$ cat src/cau_pkg.sv
// cau_pkg: shared opcodes, sizes, flag layout and reset values for the cpu arithmetic unit.
// assumes the instruction decoder encodes requests with these codes.
// ====================================================================
// package
package cau_pkg;
   // operand size codes
   localparam logic [1:0] SZ_B   = 2'h0;
   localparam logic [1:0] SZ_W   = 2'h1;
   localparam logic [1:0] SZ_L   = 2'h2;
   // operation codes
   localparam logic [4:0] OP_SUM      = 5'h00;
   localparam logic [4:0] OP_DIFF     = 5'h01;
   localparam logic [4:0] OP_COMPARE  = 5'h02;
   localparam logic [4:0] OP_CADD     = 5'h03;
   localparam logic [4:0] OP_BSUB     = 5'h04;
   localparam logic [4:0] OP_UP       = 5'h05;
   localparam logic [4:0] OP_DOWN     = 5'h06;
   localparam logic [4:0] OP_APLUS    = 5'h07;
   localparam logic [4:0] OP_AMINUS   = 5'h08;
   localparam logic [4:0] OP_DADJ_ADD = 5'h09;
   localparam logic [4:0] OP_DADJ_SUB = 5'h0A;
   localparam logic [4:0] OP_UMUL     = 5'h0B;
   localparam logic [4:0] OP_SMUL     = 5'h0C;
   localparam logic [4:0] OP_UDIV     = 5'h0D;
   localparam logic [4:0] OP_SDIV     = 5'h0E;
   localparam logic [4:0] OP_NEG      = 5'h0F;
   localparam logic [4:0] OP_ZW       = 5'h10;
   localparam logic [4:0] OP_SW       = 5'h11;
   localparam logic [4:0] OP_TSET     = 5'h12;
   localparam logic [4:0] OP_MULACC   = 5'h13;
   localparam logic [4:0] OP_ACC_CLR  = 5'h14;
   localparam logic [4:0] OP_ACC_LD   = 5'h15;
   localparam logic [4:0] OP_ACC_ST   = 5'h16;
   localparam logic [4:0] OP_AND      = 5'h17;
   localparam logic [4:0] OP_OR       = 5'h18;
   localparam logic [4:0] OP_XOR      = 5'h19;
   localparam logic [4:0] OP_NOT      = 5'h1A;
   // flag bit positions and reset value
   localparam int unsigned FL_C = 0;
   localparam int unsigned FL_V = 1;
   localparam int unsigned FL_Z = 2;
   localparam int unsigned FL_N = 3;
   localparam int unsigned FL_H = 4;
   localparam logic [4:0]  FLAGS_RST = 5'h00;
   localparam logic [31:0] RES_RST   = 32'h0000_0000;
   // accumulator widths and step values
   localparam int unsigned ACC_WIDE = 42;
   localparam logic [2:0]  STEP_ONE  = 3'h1;
   localparam logic [2:0]  STEP_TWO  = 3'h2;
   localparam logic [2:0]  STEP_FOUR = 3'h4;
   localparam logic [41:0] ACC_RST   = 42'h000_0000_0000;
   localparam logic [31:0] SAT_POS   = 32'h7FFF_FFFF;
   localparam logic [31:0] SAT_NEG   = 32'h8000_0000;
endpackage

$ cat src/cau_unit_if.sv
// cau_unit_if: links the core datapath to its multiply/divide and accumulator units.
// assumes all three sit in one clock domain.
// ====================================================================
// interface
interface cau_unit_if;
   logic [15:0] md_a;
   logic [15:0] md_b;
   logic [31:0] md_n;
   logic        md_word;
   logic        md_signed;
   logic [31:0] md_prod;
   logic [15:0] md_quot;
   logic [15:0] md_rem;
   logic        md_zero;
   logic        acc_clr;
   logic        acc_ld;
   logic        acc_mul;
   logic        acc_sat;
   logic [31:0] acc_din;
   logic [15:0] acc_x;
   logic [15:0] acc_y;
   logic [41:0] acc_q;
   modport core (output md_a, md_b, md_n, md_word, md_signed, acc_clr, acc_ld, acc_mul,
                 acc_sat, acc_din, acc_x, acc_y,
                 input md_prod, md_quot, md_rem, md_zero, acc_q);
   modport muldiv (input md_a, md_b, md_n, md_word, md_signed,
                   output md_prod, md_quot, md_rem, md_zero);
   modport acc (input acc_clr, acc_ld, acc_mul, acc_sat, acc_din, acc_x, acc_y,
                output acc_q);
endinterface

$ cat src/cau_muldiv.sv
// cau_muldiv: combinational multiply and divide for byte and word operands.
// assumes the core registers the results; divide by zero yields zero quotient.
// ====================================================================
// multiply / divide
module cau_muldiv import cau_pkg::*; (
   cau_unit_if.muldiv u
);
   logic signed [16:0] ma, mb;
   logic signed [33:0] prod;
   logic        [31:0] n, d, un, ud, uq, ur, q, r;
   logic               nn, dn;
   // operands widened with or without sign, then one 17x17 signed product
   always_comb begin
      ma   = u.md_word ? {u.md_signed & u.md_a[15], u.md_a}
                       : {{9{u.md_signed & u.md_a[7]}}, u.md_a[7:0]};
      mb   = u.md_word ? {u.md_signed & u.md_b[15], u.md_b}
                       : {{9{u.md_signed & u.md_b[7]}}, u.md_b[7:0]};
      prod = ma * mb;
      u.md_prod = prod[31:0];
   end
   // divide on magnitudes, then restore signs: quotient truncates toward zero
   always_comb begin
      n  = u.md_word ? u.md_n : {{16{u.md_signed & u.md_n[15]}}, u.md_n[15:0]};
      d  = u.md_word ? {{16{u.md_signed & u.md_b[15]}}, u.md_b}
                     : {{24{u.md_signed & u.md_b[7]}}, u.md_b[7:0]};
      nn = u.md_signed & n[31];
      dn = u.md_signed & d[31];
      un = nn ? 32'(-n) : n;
      ud = dn ? 32'(-d) : d;
      u.md_zero = (ud == 32'h0000_0000);
      uq = u.md_zero ? 32'h0000_0000 : un / ud;
      ur = u.md_zero ? 32'h0000_0000 : un % ud;
      q  = (nn ^ dn) ? 32'(-uq) : uq;
      r  = nn ? 32'(-ur) : ur;
      u.md_quot = q[15:0];
      u.md_rem  = r[15:0];
   end
endmodule // cau_muldiv

$ cat src/cau_acc.sv
// cau_acc: 42-bit multiply-accumulate register with saturating and wrapping modes.
// assumes one request strobe at most per enabled cycle.
// ====================================================================
// accumulator
module cau_acc import cau_pkg::*; (
   input wire logic clk,
   input wire logic nrst,
   input wire logic ce,
   cau_unit_if.acc  u
);
   logic signed [31:0] prod;
   logic        [41:0] wide;
   logic        [32:0] sum33;
   logic        [31:0] sat;
   logic        [41:0] next_acc;
   logic        [41:0] acc;
   // signed 16x16 product, then a wrapping and a clamping sum
   always_comb begin
      prod  = $signed(u.acc_x) * $signed(u.acc_y);
      wide  = acc + {{10{prod[31]}}, prod};
      sum33 = {acc[31], acc[31:0]} + {prod[31], prod};
      // clamp when the 33-bit sum leaves the 32-bit range
      if (sum33[32] != sum33[31]) begin
         sat = sum33[32] ? SAT_NEG : SAT_POS;
      end else begin
         sat = sum33[31:0];
      end
      next_acc = u.acc_sat ? {{10{sat[31]}}, sat} : wide;
   end
   // accumulator register
   always_ff @(posedge clk or negedge nrst) begin
      if (!nrst) begin
         acc <= ACC_RST;
      end else if (ce) begin
         if (u.acc_clr) begin
            acc <= ACC_RST;
         end else if (u.acc_ld) begin
            acc <= {{10{u.acc_din[31]}}, u.acc_din};
         end else if (u.acc_mul) begin
            acc <= next_acc;
         end
      end
   end
   assign u.acc_q = acc;
endmodule // cau_acc

$ cat src/cau_alu.sv
// cau_alu: integer arithmetic and logic datapath of a 16-bit cpu core.
// assumes the decoder presents operands and takes one result per enabled cycle.
// Contract
// - add and subtract byte, word, longword
// - carry add and borrow subtract, byte only
// - step by one or two, byte one
// - address adjust by 1, 2, 4
// - decimal adjust byte using flags
// - unsigned multiply 8x8 or 16x16
// - signed multiply 8x8 or 16x16
// - unsigned divide, quotient and remainder
// - signed divide, same widths
// - compare sets flags, keeps destination
// - negate is zero minus value
// - zero widen low half
// - sign widen low half
// - test byte, set bit seven
// - multiply accumulate, saturating or wrapping
// - accumulator clear to zero
// - accumulator load and store, longword
// - and, or, xor with register/immediate
// - ones complement of register
// - keep n, z, v, c flags
// ====================================================================
// top
module cau_alu import cau_pkg::*; (
   input  wire logic        REF_CLK,
   input  wire logic        NRST,
   input  wire logic        CE,
   input  wire logic        REQ_VALID,
   input  wire logic [4:0]  REQ_OP,
   input  wire logic [1:0]  REQ_SIZE,
   input  wire logic        REQ_IMM,
   input  wire logic [31:0] IMM_DATA,
   input  wire logic [2:0]  REQ_STEP,
   input  wire logic [31:0] DST_DATA,
   input  wire logic [31:0] SRC_DATA,
   input  wire logic        ACC_SAT_MODE,
   input  wire logic        FLAG_LOAD,
   input  wire logic [4:0]  FLAG_DATA,
   output logic      [31:0] RES_DATA,
   output logic             RES_WRITE,
   output logic             DONE,
   output logic             REQ_ERROR,
   output logic      [4:0]  FLAGS
);
   cau_unit_if u ();
   cau_muldiv u_md (.u(u));
   cau_acc u_acc (.clk(REF_CLK), .nrst(NRST), .ce(CE), .u(u));

   logic        taken, bad, wr, nz;
   logic [31:0] src, mask, ad_a, ad_b, res, next_res;
   logic [32:0] ad_s;
   logic        ad_sub, ad_cin, ad_c, ad_v, ad_h;
   logic [7:0]  dv, daa_res, das_res;
   logic        da_hi, da_lo;
   logic [1:0]  wsz;
   logic [4:0]  next_flags;

   function automatic logic [31:0] size_mask(input logic [1:0] sz);
      case (sz)
         SZ_B:    return 32'h0000_00FF;
         SZ_W:    return 32'h0000_FFFF;
         default: return 32'hFFFF_FFFF;
      endcase
   endfunction
   function automatic logic top_bit(input logic [31:0] x, input logic [1:0] sz);
      case (sz)
         SZ_B:    return x[7];
         SZ_W:    return x[15];
         default: return x[31];
      endcase
   endfunction
   function automatic logic carry_at(input logic [32:0] s, input logic [1:0] sz);
      case (sz)
         SZ_B:    return s[8];
         SZ_W:    return s[16];
         default: return s[32];
      endcase
   endfunction
   function automatic logic half_at(input logic [31:0] x, input logic [1:0] sz);
      case (sz)
         SZ_B:    return x[4];
         SZ_W:    return x[12];
         default: return x[28];
      endcase
   endfunction
   // ====================================================================
   // request decode and legality
   assign taken = CE & REQ_VALID;
   assign src   = REQ_IMM ? IMM_DATA : SRC_DATA;
   // illegal size/step combinations are refused rather than guessed
   always_comb begin
      case (REQ_OP)
         OP_SUM, OP_DIFF, OP_COMPARE, OP_NEG,
         OP_AND, OP_OR, OP_XOR, OP_NOT:   bad = (REQ_SIZE == 2'h3);
         OP_CADD, OP_BSUB, OP_DADJ_ADD,
         OP_DADJ_SUB, OP_TSET:            bad = (REQ_SIZE != SZ_B);
         OP_UP, OP_DOWN:                  bad = (REQ_SIZE == 2'h3) || !((REQ_STEP == STEP_ONE)
                                             || (REQ_STEP == STEP_TWO && REQ_SIZE != SZ_B));
         OP_APLUS, OP_AMINUS:             bad = (REQ_SIZE != SZ_L) || !(REQ_STEP == STEP_ONE
                                             || REQ_STEP == STEP_TWO || REQ_STEP == STEP_FOUR);
         OP_UMUL, OP_SMUL, OP_UDIV,
         OP_SDIV:                         bad = (REQ_SIZE != SZ_B) && (REQ_SIZE != SZ_W);
         OP_ZW, OP_SW:                    bad = (REQ_SIZE != SZ_W) && (REQ_SIZE != SZ_L);
         OP_MULACC, OP_ACC_CLR, OP_ACC_LD,
         OP_ACC_ST:                       bad = 1'b0;
         default:                         bad = 1'b1;
      endcase
   end
   // ====================================================================
   // shared adder: every add, subtract, step, compare and negate uses it
   always_comb begin
      mask   = size_mask(REQ_SIZE);
      ad_a   = DST_DATA & mask;
      ad_b   = src;
      ad_sub = 1'b0;
      ad_cin = 1'b0;
      case (REQ_OP)
         OP_DIFF, OP_COMPARE: begin
            ad_sub = 1'b1;
            ad_cin = 1'b1;
         end
         OP_CADD:  ad_cin = FLAGS[FL_C];
         OP_BSUB: begin
            ad_sub = 1'b1;
            ad_cin = ~FLAGS[FL_C];
         end
         OP_UP, OP_APLUS:  ad_b = {29'h0000_0000, REQ_STEP};
         OP_DOWN, OP_AMINUS: begin
            ad_b   = {29'h0000_0000, REQ_STEP};
            ad_sub = 1'b1;
            ad_cin = 1'b1;
         end
         OP_NEG: begin
            ad_a   = 32'h0000_0000;
            ad_b   = DST_DATA;
            ad_sub = 1'b1;
            ad_cin = 1'b1;
         end
         default: ;
      endcase
      // subtract as a plus inverted b plus one; carry out inverts to borrow
      ad_b = (ad_sub ? ~ad_b : ad_b) & mask;
      ad_s = {1'b0, ad_a} + {1'b0, ad_b} + {32'h0000_0000, ad_cin};
      ad_c = carry_at(ad_s, REQ_SIZE) ^ ad_sub;
      ad_v = (top_bit(ad_a, REQ_SIZE) == top_bit(ad_b, REQ_SIZE))
             && (top_bit(ad_s[31:0], REQ_SIZE) != top_bit(ad_a, REQ_SIZE));
      ad_h = half_at(ad_a ^ ad_b ^ ad_s[31:0], REQ_SIZE) ^ ad_sub;
   end
   // ====================================================================
   // decimal adjust: half carry and carry pick the nibble corrections
   always_comb begin
      dv      = DST_DATA[7:0];
      da_hi   = FLAGS[FL_C] || (dv > 8'h99);
      da_lo   = FLAGS[FL_H] || (dv[3:0] > 4'h9);
      daa_res = dv + {(da_hi ? 4'h6 : 4'h0), (da_lo ? 4'h6 : 4'h0)};
      das_res = dv - {(FLAGS[FL_C] ? 4'h6 : 4'h0), (FLAGS[FL_H] ? 4'h6 : 4'h0)};
   end
   // ====================================================================
   // unit operands
   assign u.md_a      = DST_DATA[15:0];
   assign u.md_b      = SRC_DATA[15:0];
   assign u.md_n      = DST_DATA;
   assign u.md_word   = (REQ_SIZE == SZ_W);
   assign u.md_signed = (REQ_OP == OP_SMUL) || (REQ_OP == OP_SDIV);
   assign u.acc_clr   = taken && (REQ_OP == OP_ACC_CLR);
   assign u.acc_ld    = taken && (REQ_OP == OP_ACC_LD);
   assign u.acc_mul   = taken && (REQ_OP == OP_MULACC);
   assign u.acc_sat   = ACC_SAT_MODE;
   assign u.acc_din   = SRC_DATA;
   assign u.acc_x     = DST_DATA[15:0];
   assign u.acc_y     = SRC_DATA[15:0];
   // ====================================================================
   // result select and flag update
   always_comb begin
      res        = ad_s[31:0];
      wsz        = REQ_SIZE;
      wr         = 1'b1;
      nz         = 1'b0;
      next_flags = FLAGS;
      case (REQ_OP)
         OP_SUM, OP_DIFF, OP_CADD, OP_BSUB, OP_NEG, OP_COMPARE: begin
            nz              = 1'b1;
            next_flags[FL_C] = ad_c;
            next_flags[FL_V] = ad_v;
            next_flags[FL_H] = ad_h;
            wr              = (REQ_OP != OP_COMPARE);
         end
         OP_UP, OP_DOWN: begin
            nz              = 1'b1;
            next_flags[FL_V] = ad_v; // carry is kept by steps
         end
         OP_APLUS, OP_AMINUS: ; // address adjust leaves flags alone
         OP_DADJ_ADD: begin
            res             = {24'h00_0000, daa_res};
            nz              = 1'b1;
            next_flags[FL_C] = da_hi;
         end
         OP_DADJ_SUB: begin
            res = {24'h00_0000, das_res};
            nz  = 1'b1;
         end
         OP_UMUL, OP_SMUL: begin
            res = u.md_prod;
            wsz = (REQ_SIZE == SZ_B) ? SZ_W : SZ_L;
            nz  = (REQ_OP == OP_SMUL);
         end
         OP_UDIV, OP_SDIV: begin
            // remainder in the upper half, quotient in the lower half
            res = (REQ_SIZE == SZ_B) ? {16'h0000, u.md_rem[7:0], u.md_quot[7:0]}
                                     : {u.md_rem, u.md_quot};
            wsz = (REQ_SIZE == SZ_B) ? SZ_W : SZ_L;
            wr  = ~u.md_zero; // zero divisor leaves destination intact
            next_flags[FL_N] = top_bit(SRC_DATA, REQ_SIZE);
            next_flags[FL_Z] = u.md_zero;
         end
         OP_ZW: begin
            res = (REQ_SIZE == SZ_W) ? {24'h00_0000, DST_DATA[7:0]}
                                     : {16'h0000, DST_DATA[15:0]};
            nz  = 1'b1;
            next_flags[FL_V] = 1'b0;
         end
         OP_SW: begin
            res = (REQ_SIZE == SZ_W) ? {{24{DST_DATA[7]}}, DST_DATA[7:0]}
                                     : {{16{DST_DATA[15]}}, DST_DATA[15:0]};
            nz  = 1'b1;
            next_flags[FL_V] = 1'b0;
         end
         OP_TSET: begin
            res = {24'h00_0000, DST_DATA[7:0] | 8'h80};
            wsz = SZ_B;
            next_flags[FL_N] = DST_DATA[7]; // flags compare the byte read, not written
            next_flags[FL_Z] = (DST_DATA[7:0] == 8'h00);
            next_flags[FL_V] = 1'b0;
         end
         OP_MULACC, OP_ACC_CLR, OP_ACC_LD: wr = 1'b0;
         OP_ACC_ST: begin
            res = u.acc_q[31:0];
            wsz = SZ_L;
         end
         OP_AND, OP_OR, OP_XOR, OP_NOT: begin
            case (REQ_OP)
               OP_AND:  res = DST_DATA & src;
               OP_OR:   res = DST_DATA | src;
               OP_XOR:  res = DST_DATA ^ src;
               default: res = ~DST_DATA;
            endcase
            nz = 1'b1;
            next_flags[FL_V] = 1'b0;
         end
         default: wr = 1'b0;
      endcase
      if (nz) begin
         next_flags[FL_N] = top_bit(res, wsz);
         next_flags[FL_Z] = ((res & size_mask(wsz)) == 32'h0000_0000);
      end
      // upper bits of the destination outside the write width survive
      next_res = (DST_DATA & ~size_mask(wsz)) | (res & size_mask(wsz));
   end
   // ====================================================================
   // flag register: an accepted operation wins over an external load
   always_ff @(posedge REF_CLK or negedge NRST) begin
      if (!NRST) begin
         FLAGS <= FLAGS_RST;
      end else if (CE) begin
         if (taken && !bad) begin
            FLAGS <= next_flags;
         end else if (FLAG_LOAD) begin
            FLAGS <= FLAG_DATA;
         end
      end
   end
   // result register holds until the next written result
   always_ff @(posedge REF_CLK or negedge NRST) begin
      if (!NRST) begin
         RES_DATA <= RES_RST;
      end else if (CE && taken && !bad && wr) begin
         RES_DATA <= next_res;
      end
   end
   // handshake pulses, one enabled cycle each
   always_ff @(posedge REF_CLK or negedge NRST) begin
      if (!NRST) begin
         RES_WRITE <= 1'b0;
         DONE      <= 1'b0;
         REQ_ERROR <= 1'b0;
      end else if (CE) begin
         RES_WRITE <= taken && !bad && wr;
         DONE      <= taken;
         REQ_ERROR <= taken && bad;
      end
   end
   // ====================================================================
   // assertions
   property p_sum;
      @(posedge REF_CLK) disable iff (!NRST)
      taken && REQ_OP == OP_SUM && REQ_SIZE == SZ_W && !REQ_IMM
      |=> RES_DATA[15:0] == 16'($past(DST_DATA[15:0]) + $past(SRC_DATA[15:0]));
   endproperty
   a_sum: assert property (p_sum) else $error("word sum wrong");
   property p_cadd;
      @(posedge REF_CLK) disable iff (!NRST)
      taken && REQ_OP == OP_CADD && REQ_SIZE == SZ_B
      |=> RES_DATA[7:0] == 8'($past(DST_DATA[7:0]) + $past(src[7:0])
                              + {7'h00, $past(FLAGS[FL_C])});
   endproperty
   a_cadd: assert property (p_cadd) else $error("carry add wrong");
   property p_step;
      @(posedge REF_CLK) disable iff (!NRST)
      taken && (REQ_OP == OP_UP || REQ_OP == OP_DOWN) && REQ_SIZE == SZ_B && REQ_STEP == STEP_TWO
      |=> REQ_ERROR && !RES_WRITE;
   endproperty
   a_step: assert property (p_step) else $error("byte step of two accepted");
   property p_compare;
      @(posedge REF_CLK) disable iff (!NRST)
      taken && REQ_OP == OP_COMPARE |=> !RES_WRITE && DONE;
   endproperty
   a_compare: assert property (p_compare) else $error("compare wrote result");
   property p_neg;
      @(posedge REF_CLK) disable iff (!NRST)
      taken && REQ_OP == OP_NEG && REQ_SIZE == SZ_B
      |=> RES_DATA[7:0] == 8'(8'h00 - $past(DST_DATA[7:0]));
   endproperty
   a_neg: assert property (p_neg) else $error("negate wrong");
   property p_tset;
      @(posedge REF_CLK) disable iff (!NRST)
      taken && REQ_OP == OP_TSET && REQ_SIZE == SZ_B
      |=> RES_DATA[7] && RES_DATA[6:0] == $past(DST_DATA[6:0])
          && FLAGS[FL_Z] == ($past(DST_DATA[7:0]) == 8'h00);
   endproperty
   a_tset: assert property (p_tset) else $error("test and set wrong");
   property p_clr;
      @(posedge REF_CLK) disable iff (!NRST)
      taken && REQ_OP == OP_ACC_CLR ##1 !taken ##1 taken && REQ_OP == OP_ACC_ST
      |=> RES_DATA == 32'h0000_0000 && RES_WRITE;
   endproperty
   a_clr: assert property (p_clr) else $error("accumulator not cleared");
   property p_zw;
      @(posedge REF_CLK) disable iff (!NRST)
      taken && REQ_OP == OP_ZW && REQ_SIZE == SZ_W
      |=> RES_DATA[15:8] == 8'h00 && RES_DATA[7:0] == $past(DST_DATA[7:0]);
   endproperty
   a_zw: assert property (p_zw) else $error("zero widen wrong");
   property p_umul;
      @(posedge REF_CLK) disable iff (!NRST)
      taken && REQ_OP == OP_UMUL && REQ_SIZE == SZ_B
      |=> RES_DATA[15:0] == {8'h00, $past(DST_DATA[7:0])} * {8'h00, $past(SRC_DATA[7:0])};
   endproperty
   a_umul: assert property (p_umul) else $error("unsigned product wrong");
   property p_zflag;
      @(posedge REF_CLK) disable iff (!NRST)
      taken && REQ_OP == OP_OR && REQ_SIZE == SZ_L && !REQ_IMM
      |=> FLAGS[FL_Z] == (($past(DST_DATA) | $past(SRC_DATA)) == 32'h0000_0000);
   endproperty
   a_zflag: assert property (p_zflag) else $error("zero flag wrong");
   c_chain: cover property (@(posedge REF_CLK) disable iff (!NRST)
      taken && REQ_OP == OP_CADD ##1 taken && REQ_OP == OP_CADD);
   c_div0: cover property (@(posedge REF_CLK) disable iff (!NRST)
      taken && REQ_OP == OP_UDIV && u.md_zero);
   c_sat: cover property (@(posedge REF_CLK) disable iff (!NRST)
      taken && REQ_OP == OP_MULACC && ACC_SAT_MODE);
   c_err: cover property (@(posedge REF_CLK) disable iff (!NRST) REQ_ERROR);
endmodule // cau_alu

$ cat config.mk
export PLATFORM = sky130hd
export DESIGN_NAME = cau_alu
export DESIGN_NICKNAME = d
export VERILOG_FILES = /design/src/cau_pkg.sv /design/src/cau_unit_if.sv /design/src/cau_muldiv.sv /design/src/cau_acc.sv /design/src/cau_alu.sv
export SDC_FILE = /design/constraint.sdc
export NUM_CORES = 2
export LEC_CHECK = 0
export BUFFER_PORTS_ARGS = -buffer_cell sky130_fd_sc_hd__buf_2
export CORE_AREA = 2 2 409 411
export DETAILED_ROUTE_END_ITERATION = 16
export DIE_AREA = 0 0 411 413
export PLACE_DENSITY = 0.64
export SYNTH_ARGS = -nofsm -noshare
export SYNTH_HDL_FRONTEND = slang
export SYNTH_HIERARCHICAL = 1
export SYNTH_SLANG_ARGS = --single-unit
$ cat constraint.sdc
create_clock -name REF_CLK -period 4.1 [get_ports REF_CLK]
set_input_delay 0.41 -clock REF_CLK [delete_from_list [all_inputs] [get_ports REF_CLK]]
set_output_delay 0.41 -clock REF_CLK [all_outputs]
set_load 0.005 [all_outputs]
==> summary.txt <==
average routed wire per standard cell -> 23.52 µm
Worst Slack Setup Final -> -61.51 ns
CP required -> 4.40 ns
nets -> 13880
CTS tree -> yes
num ports -> 158
first-pass GRT wire length -> 500900 µm
MaxCap Viol Count -> 0
grt met2 use -> 60.51%
WHS -> -0.009780 ns
clk_skew -> 0.02074 ns
GRT met1 Usage -> 48.09%
TritonCTS buffer count -> 9
Post-Syn Area per Cell -> 7.334 µm²
Max-slew headroom -> 35.18%
cells after synthesis -> 8834
outcome -> complete, but fails checks
DR vias/cell -> 5.766
crit path DAT -> 65.91 ns
row cnt -> 150
die area -> 0.1697 mm²
total grt overflow -> 0
Syn Std Cell Area -> 0.06479 mm²
met3 usage -> 10.62%
largest net degree at the start of global routing -> 49
DRC violations left -> 0
slowest CP cell -> or4_4
Iter 0 DRT Violations -> 8244
most common cell after layout, fill and taps aside -> buf_4
Core Region -> 0.1659 mm²
DRT antenna net count -> 0
failing checks -> negative hold slack, negative setup slack
YS warnings -> 6
max-slew violation count -> 0
fin util -> 61.94%
hold violation count in the final report -> 1
# clock sinks -> 72
total number of vias -> 84190
P&R area growth vs syn -> 58.60%
critical path type -> in2reg
Setup TNS Final -> -2208.45 ns
period utilization -> 1600%
GRT Util Overall -> 38.60%
IO buf count -> 157
final WL -> 343500 µm
Tmin final -> 65.61 ns
hpwl dp -> 276800 µm
root buf cell -> clkbuf_16
Initial Utilization -> 39.05%
routability cong. -> 1.142
slowest cell delay on critical path -> 0.56 ns
vias in the first global route -> 83740
Least-Margin Pin Slew -> 0.9723 ns
initial antenna violation count -> 58
Worst setup EP type -> flop
Top Usage Layer GRT -> met2
RSZ-0062 raised after global routing -> true
Worst R2R Path Depth -> 21
# setup viols final -> 70
Hold Crit Class -> in2async
commonest cells after routing, fill and taps aside -> buf_4, nand2_1, inv_1
peak fanout along the critical path -> 8
Clock Path Buffers -> 2
share of post-route cells with drive strength above 1 -> 39.90%
R2R Setup Slk -> -0.15 ns
htree depth -> 3
Die Width -> 411 µm
Clock Latency Late Sink -> 0.40 ns
Setup crit start kind -> primary input
FMAX -> 15.24 MHz
Die Y -> 413 µm
crit-path most repeated cell -> buf_4
router iterations before antenna repair -> 6
Reg clk slew, reported paths -> 0.07 ns
final timing paths:
path | startpoint | end
max | REQ_OP[0] | FLAGS[2]
max reg2reg | FLAGS[0] | RES_DATA[30]
max in group asynchronous | NRST | u_acc/u.acc_q[0]
min | NRST | RES_WRITE
min in group REF_CLK | FLAG_DATA[1] | FLAGS[1]
min reg2reg | RES_DATA[12] | RES_DATA[12]
registers in the layout (all words and copies together) (netlist names):
| register | cells |
|---|---|
| DONE | 1 |
| FLAGS | 5 |
| REQ_ERROR | 1 |
| RES_DATA | 32 |
| RES_WRITE | 1 |
| u_acc/u.acc_q | 32 |
critical path, delay by kind of cell:
kind | cells | cell delay, ns
AOI/OAI and AO/OA | 147 | 29.20
adders and majority gates | 31 | 7.72
muxes | 5 | 1.41
and+or+nand+nor | 93 | 18.69
buffers and inverters | 57 | 8.08
xor gates and xnor gates | 1 | 0.21
per-layer routing:
| metal | wire (µm) | share of wire, % |
|---|---|---|
| met4 | 22850 | 6.7 |
| met1 | 135300 | 39 |
| met2 | 148400 | 43 |
| met3 | 36530 | 11 |
| met5 | 392 | 0.11 |
cell type report:
| cell class | instances | area, µm² |
|---|---|---|
| flip-flops and latches | 72 | 1802 |
| clock inverters | 6 | 67.56 |
| fillers | 14540 | 63150 |
| multi-input cells | 7662 | 65610 |
| clock buffers | 10 | 239.0 |
| diodes | 25 | 62.56 |
| repair buffers | 3729 | 28840 |
| inverters | 893 | 3376 |
| well taps | 2204 | 2758 |
what timing repair did:
item | CTS | global route
resized for setup | 535 | 584
buffers inserted | 194 | 197
gates cloned | 4 | 3
pin swaps | 338 | 527
hold buffers | 0 | 0
setup endpoints to repair | 70 | 70
metrics by stage:
step / cell area (µm²) / hold slack [ns] / worst slack, ns / instances
after detailed placement: 93850 / 0.4340 / -65.10 / 14170
after global routing: 102700 / 0.03280 / -63.71 / 14580
after floorplan: 68210 / 0.1144 / -60.80 / 8972
after global placement: 93850 / 0.4348 / -63.92 / 14170
final: 102800 / -0.009780 / -61.51 / 14600
after CTS: 98280 / 0.001092 / -60.31 / 14380
Power is not shown: default switching activity piles up to over one toggle a cycle in this logic, so the estimate is an artifact.
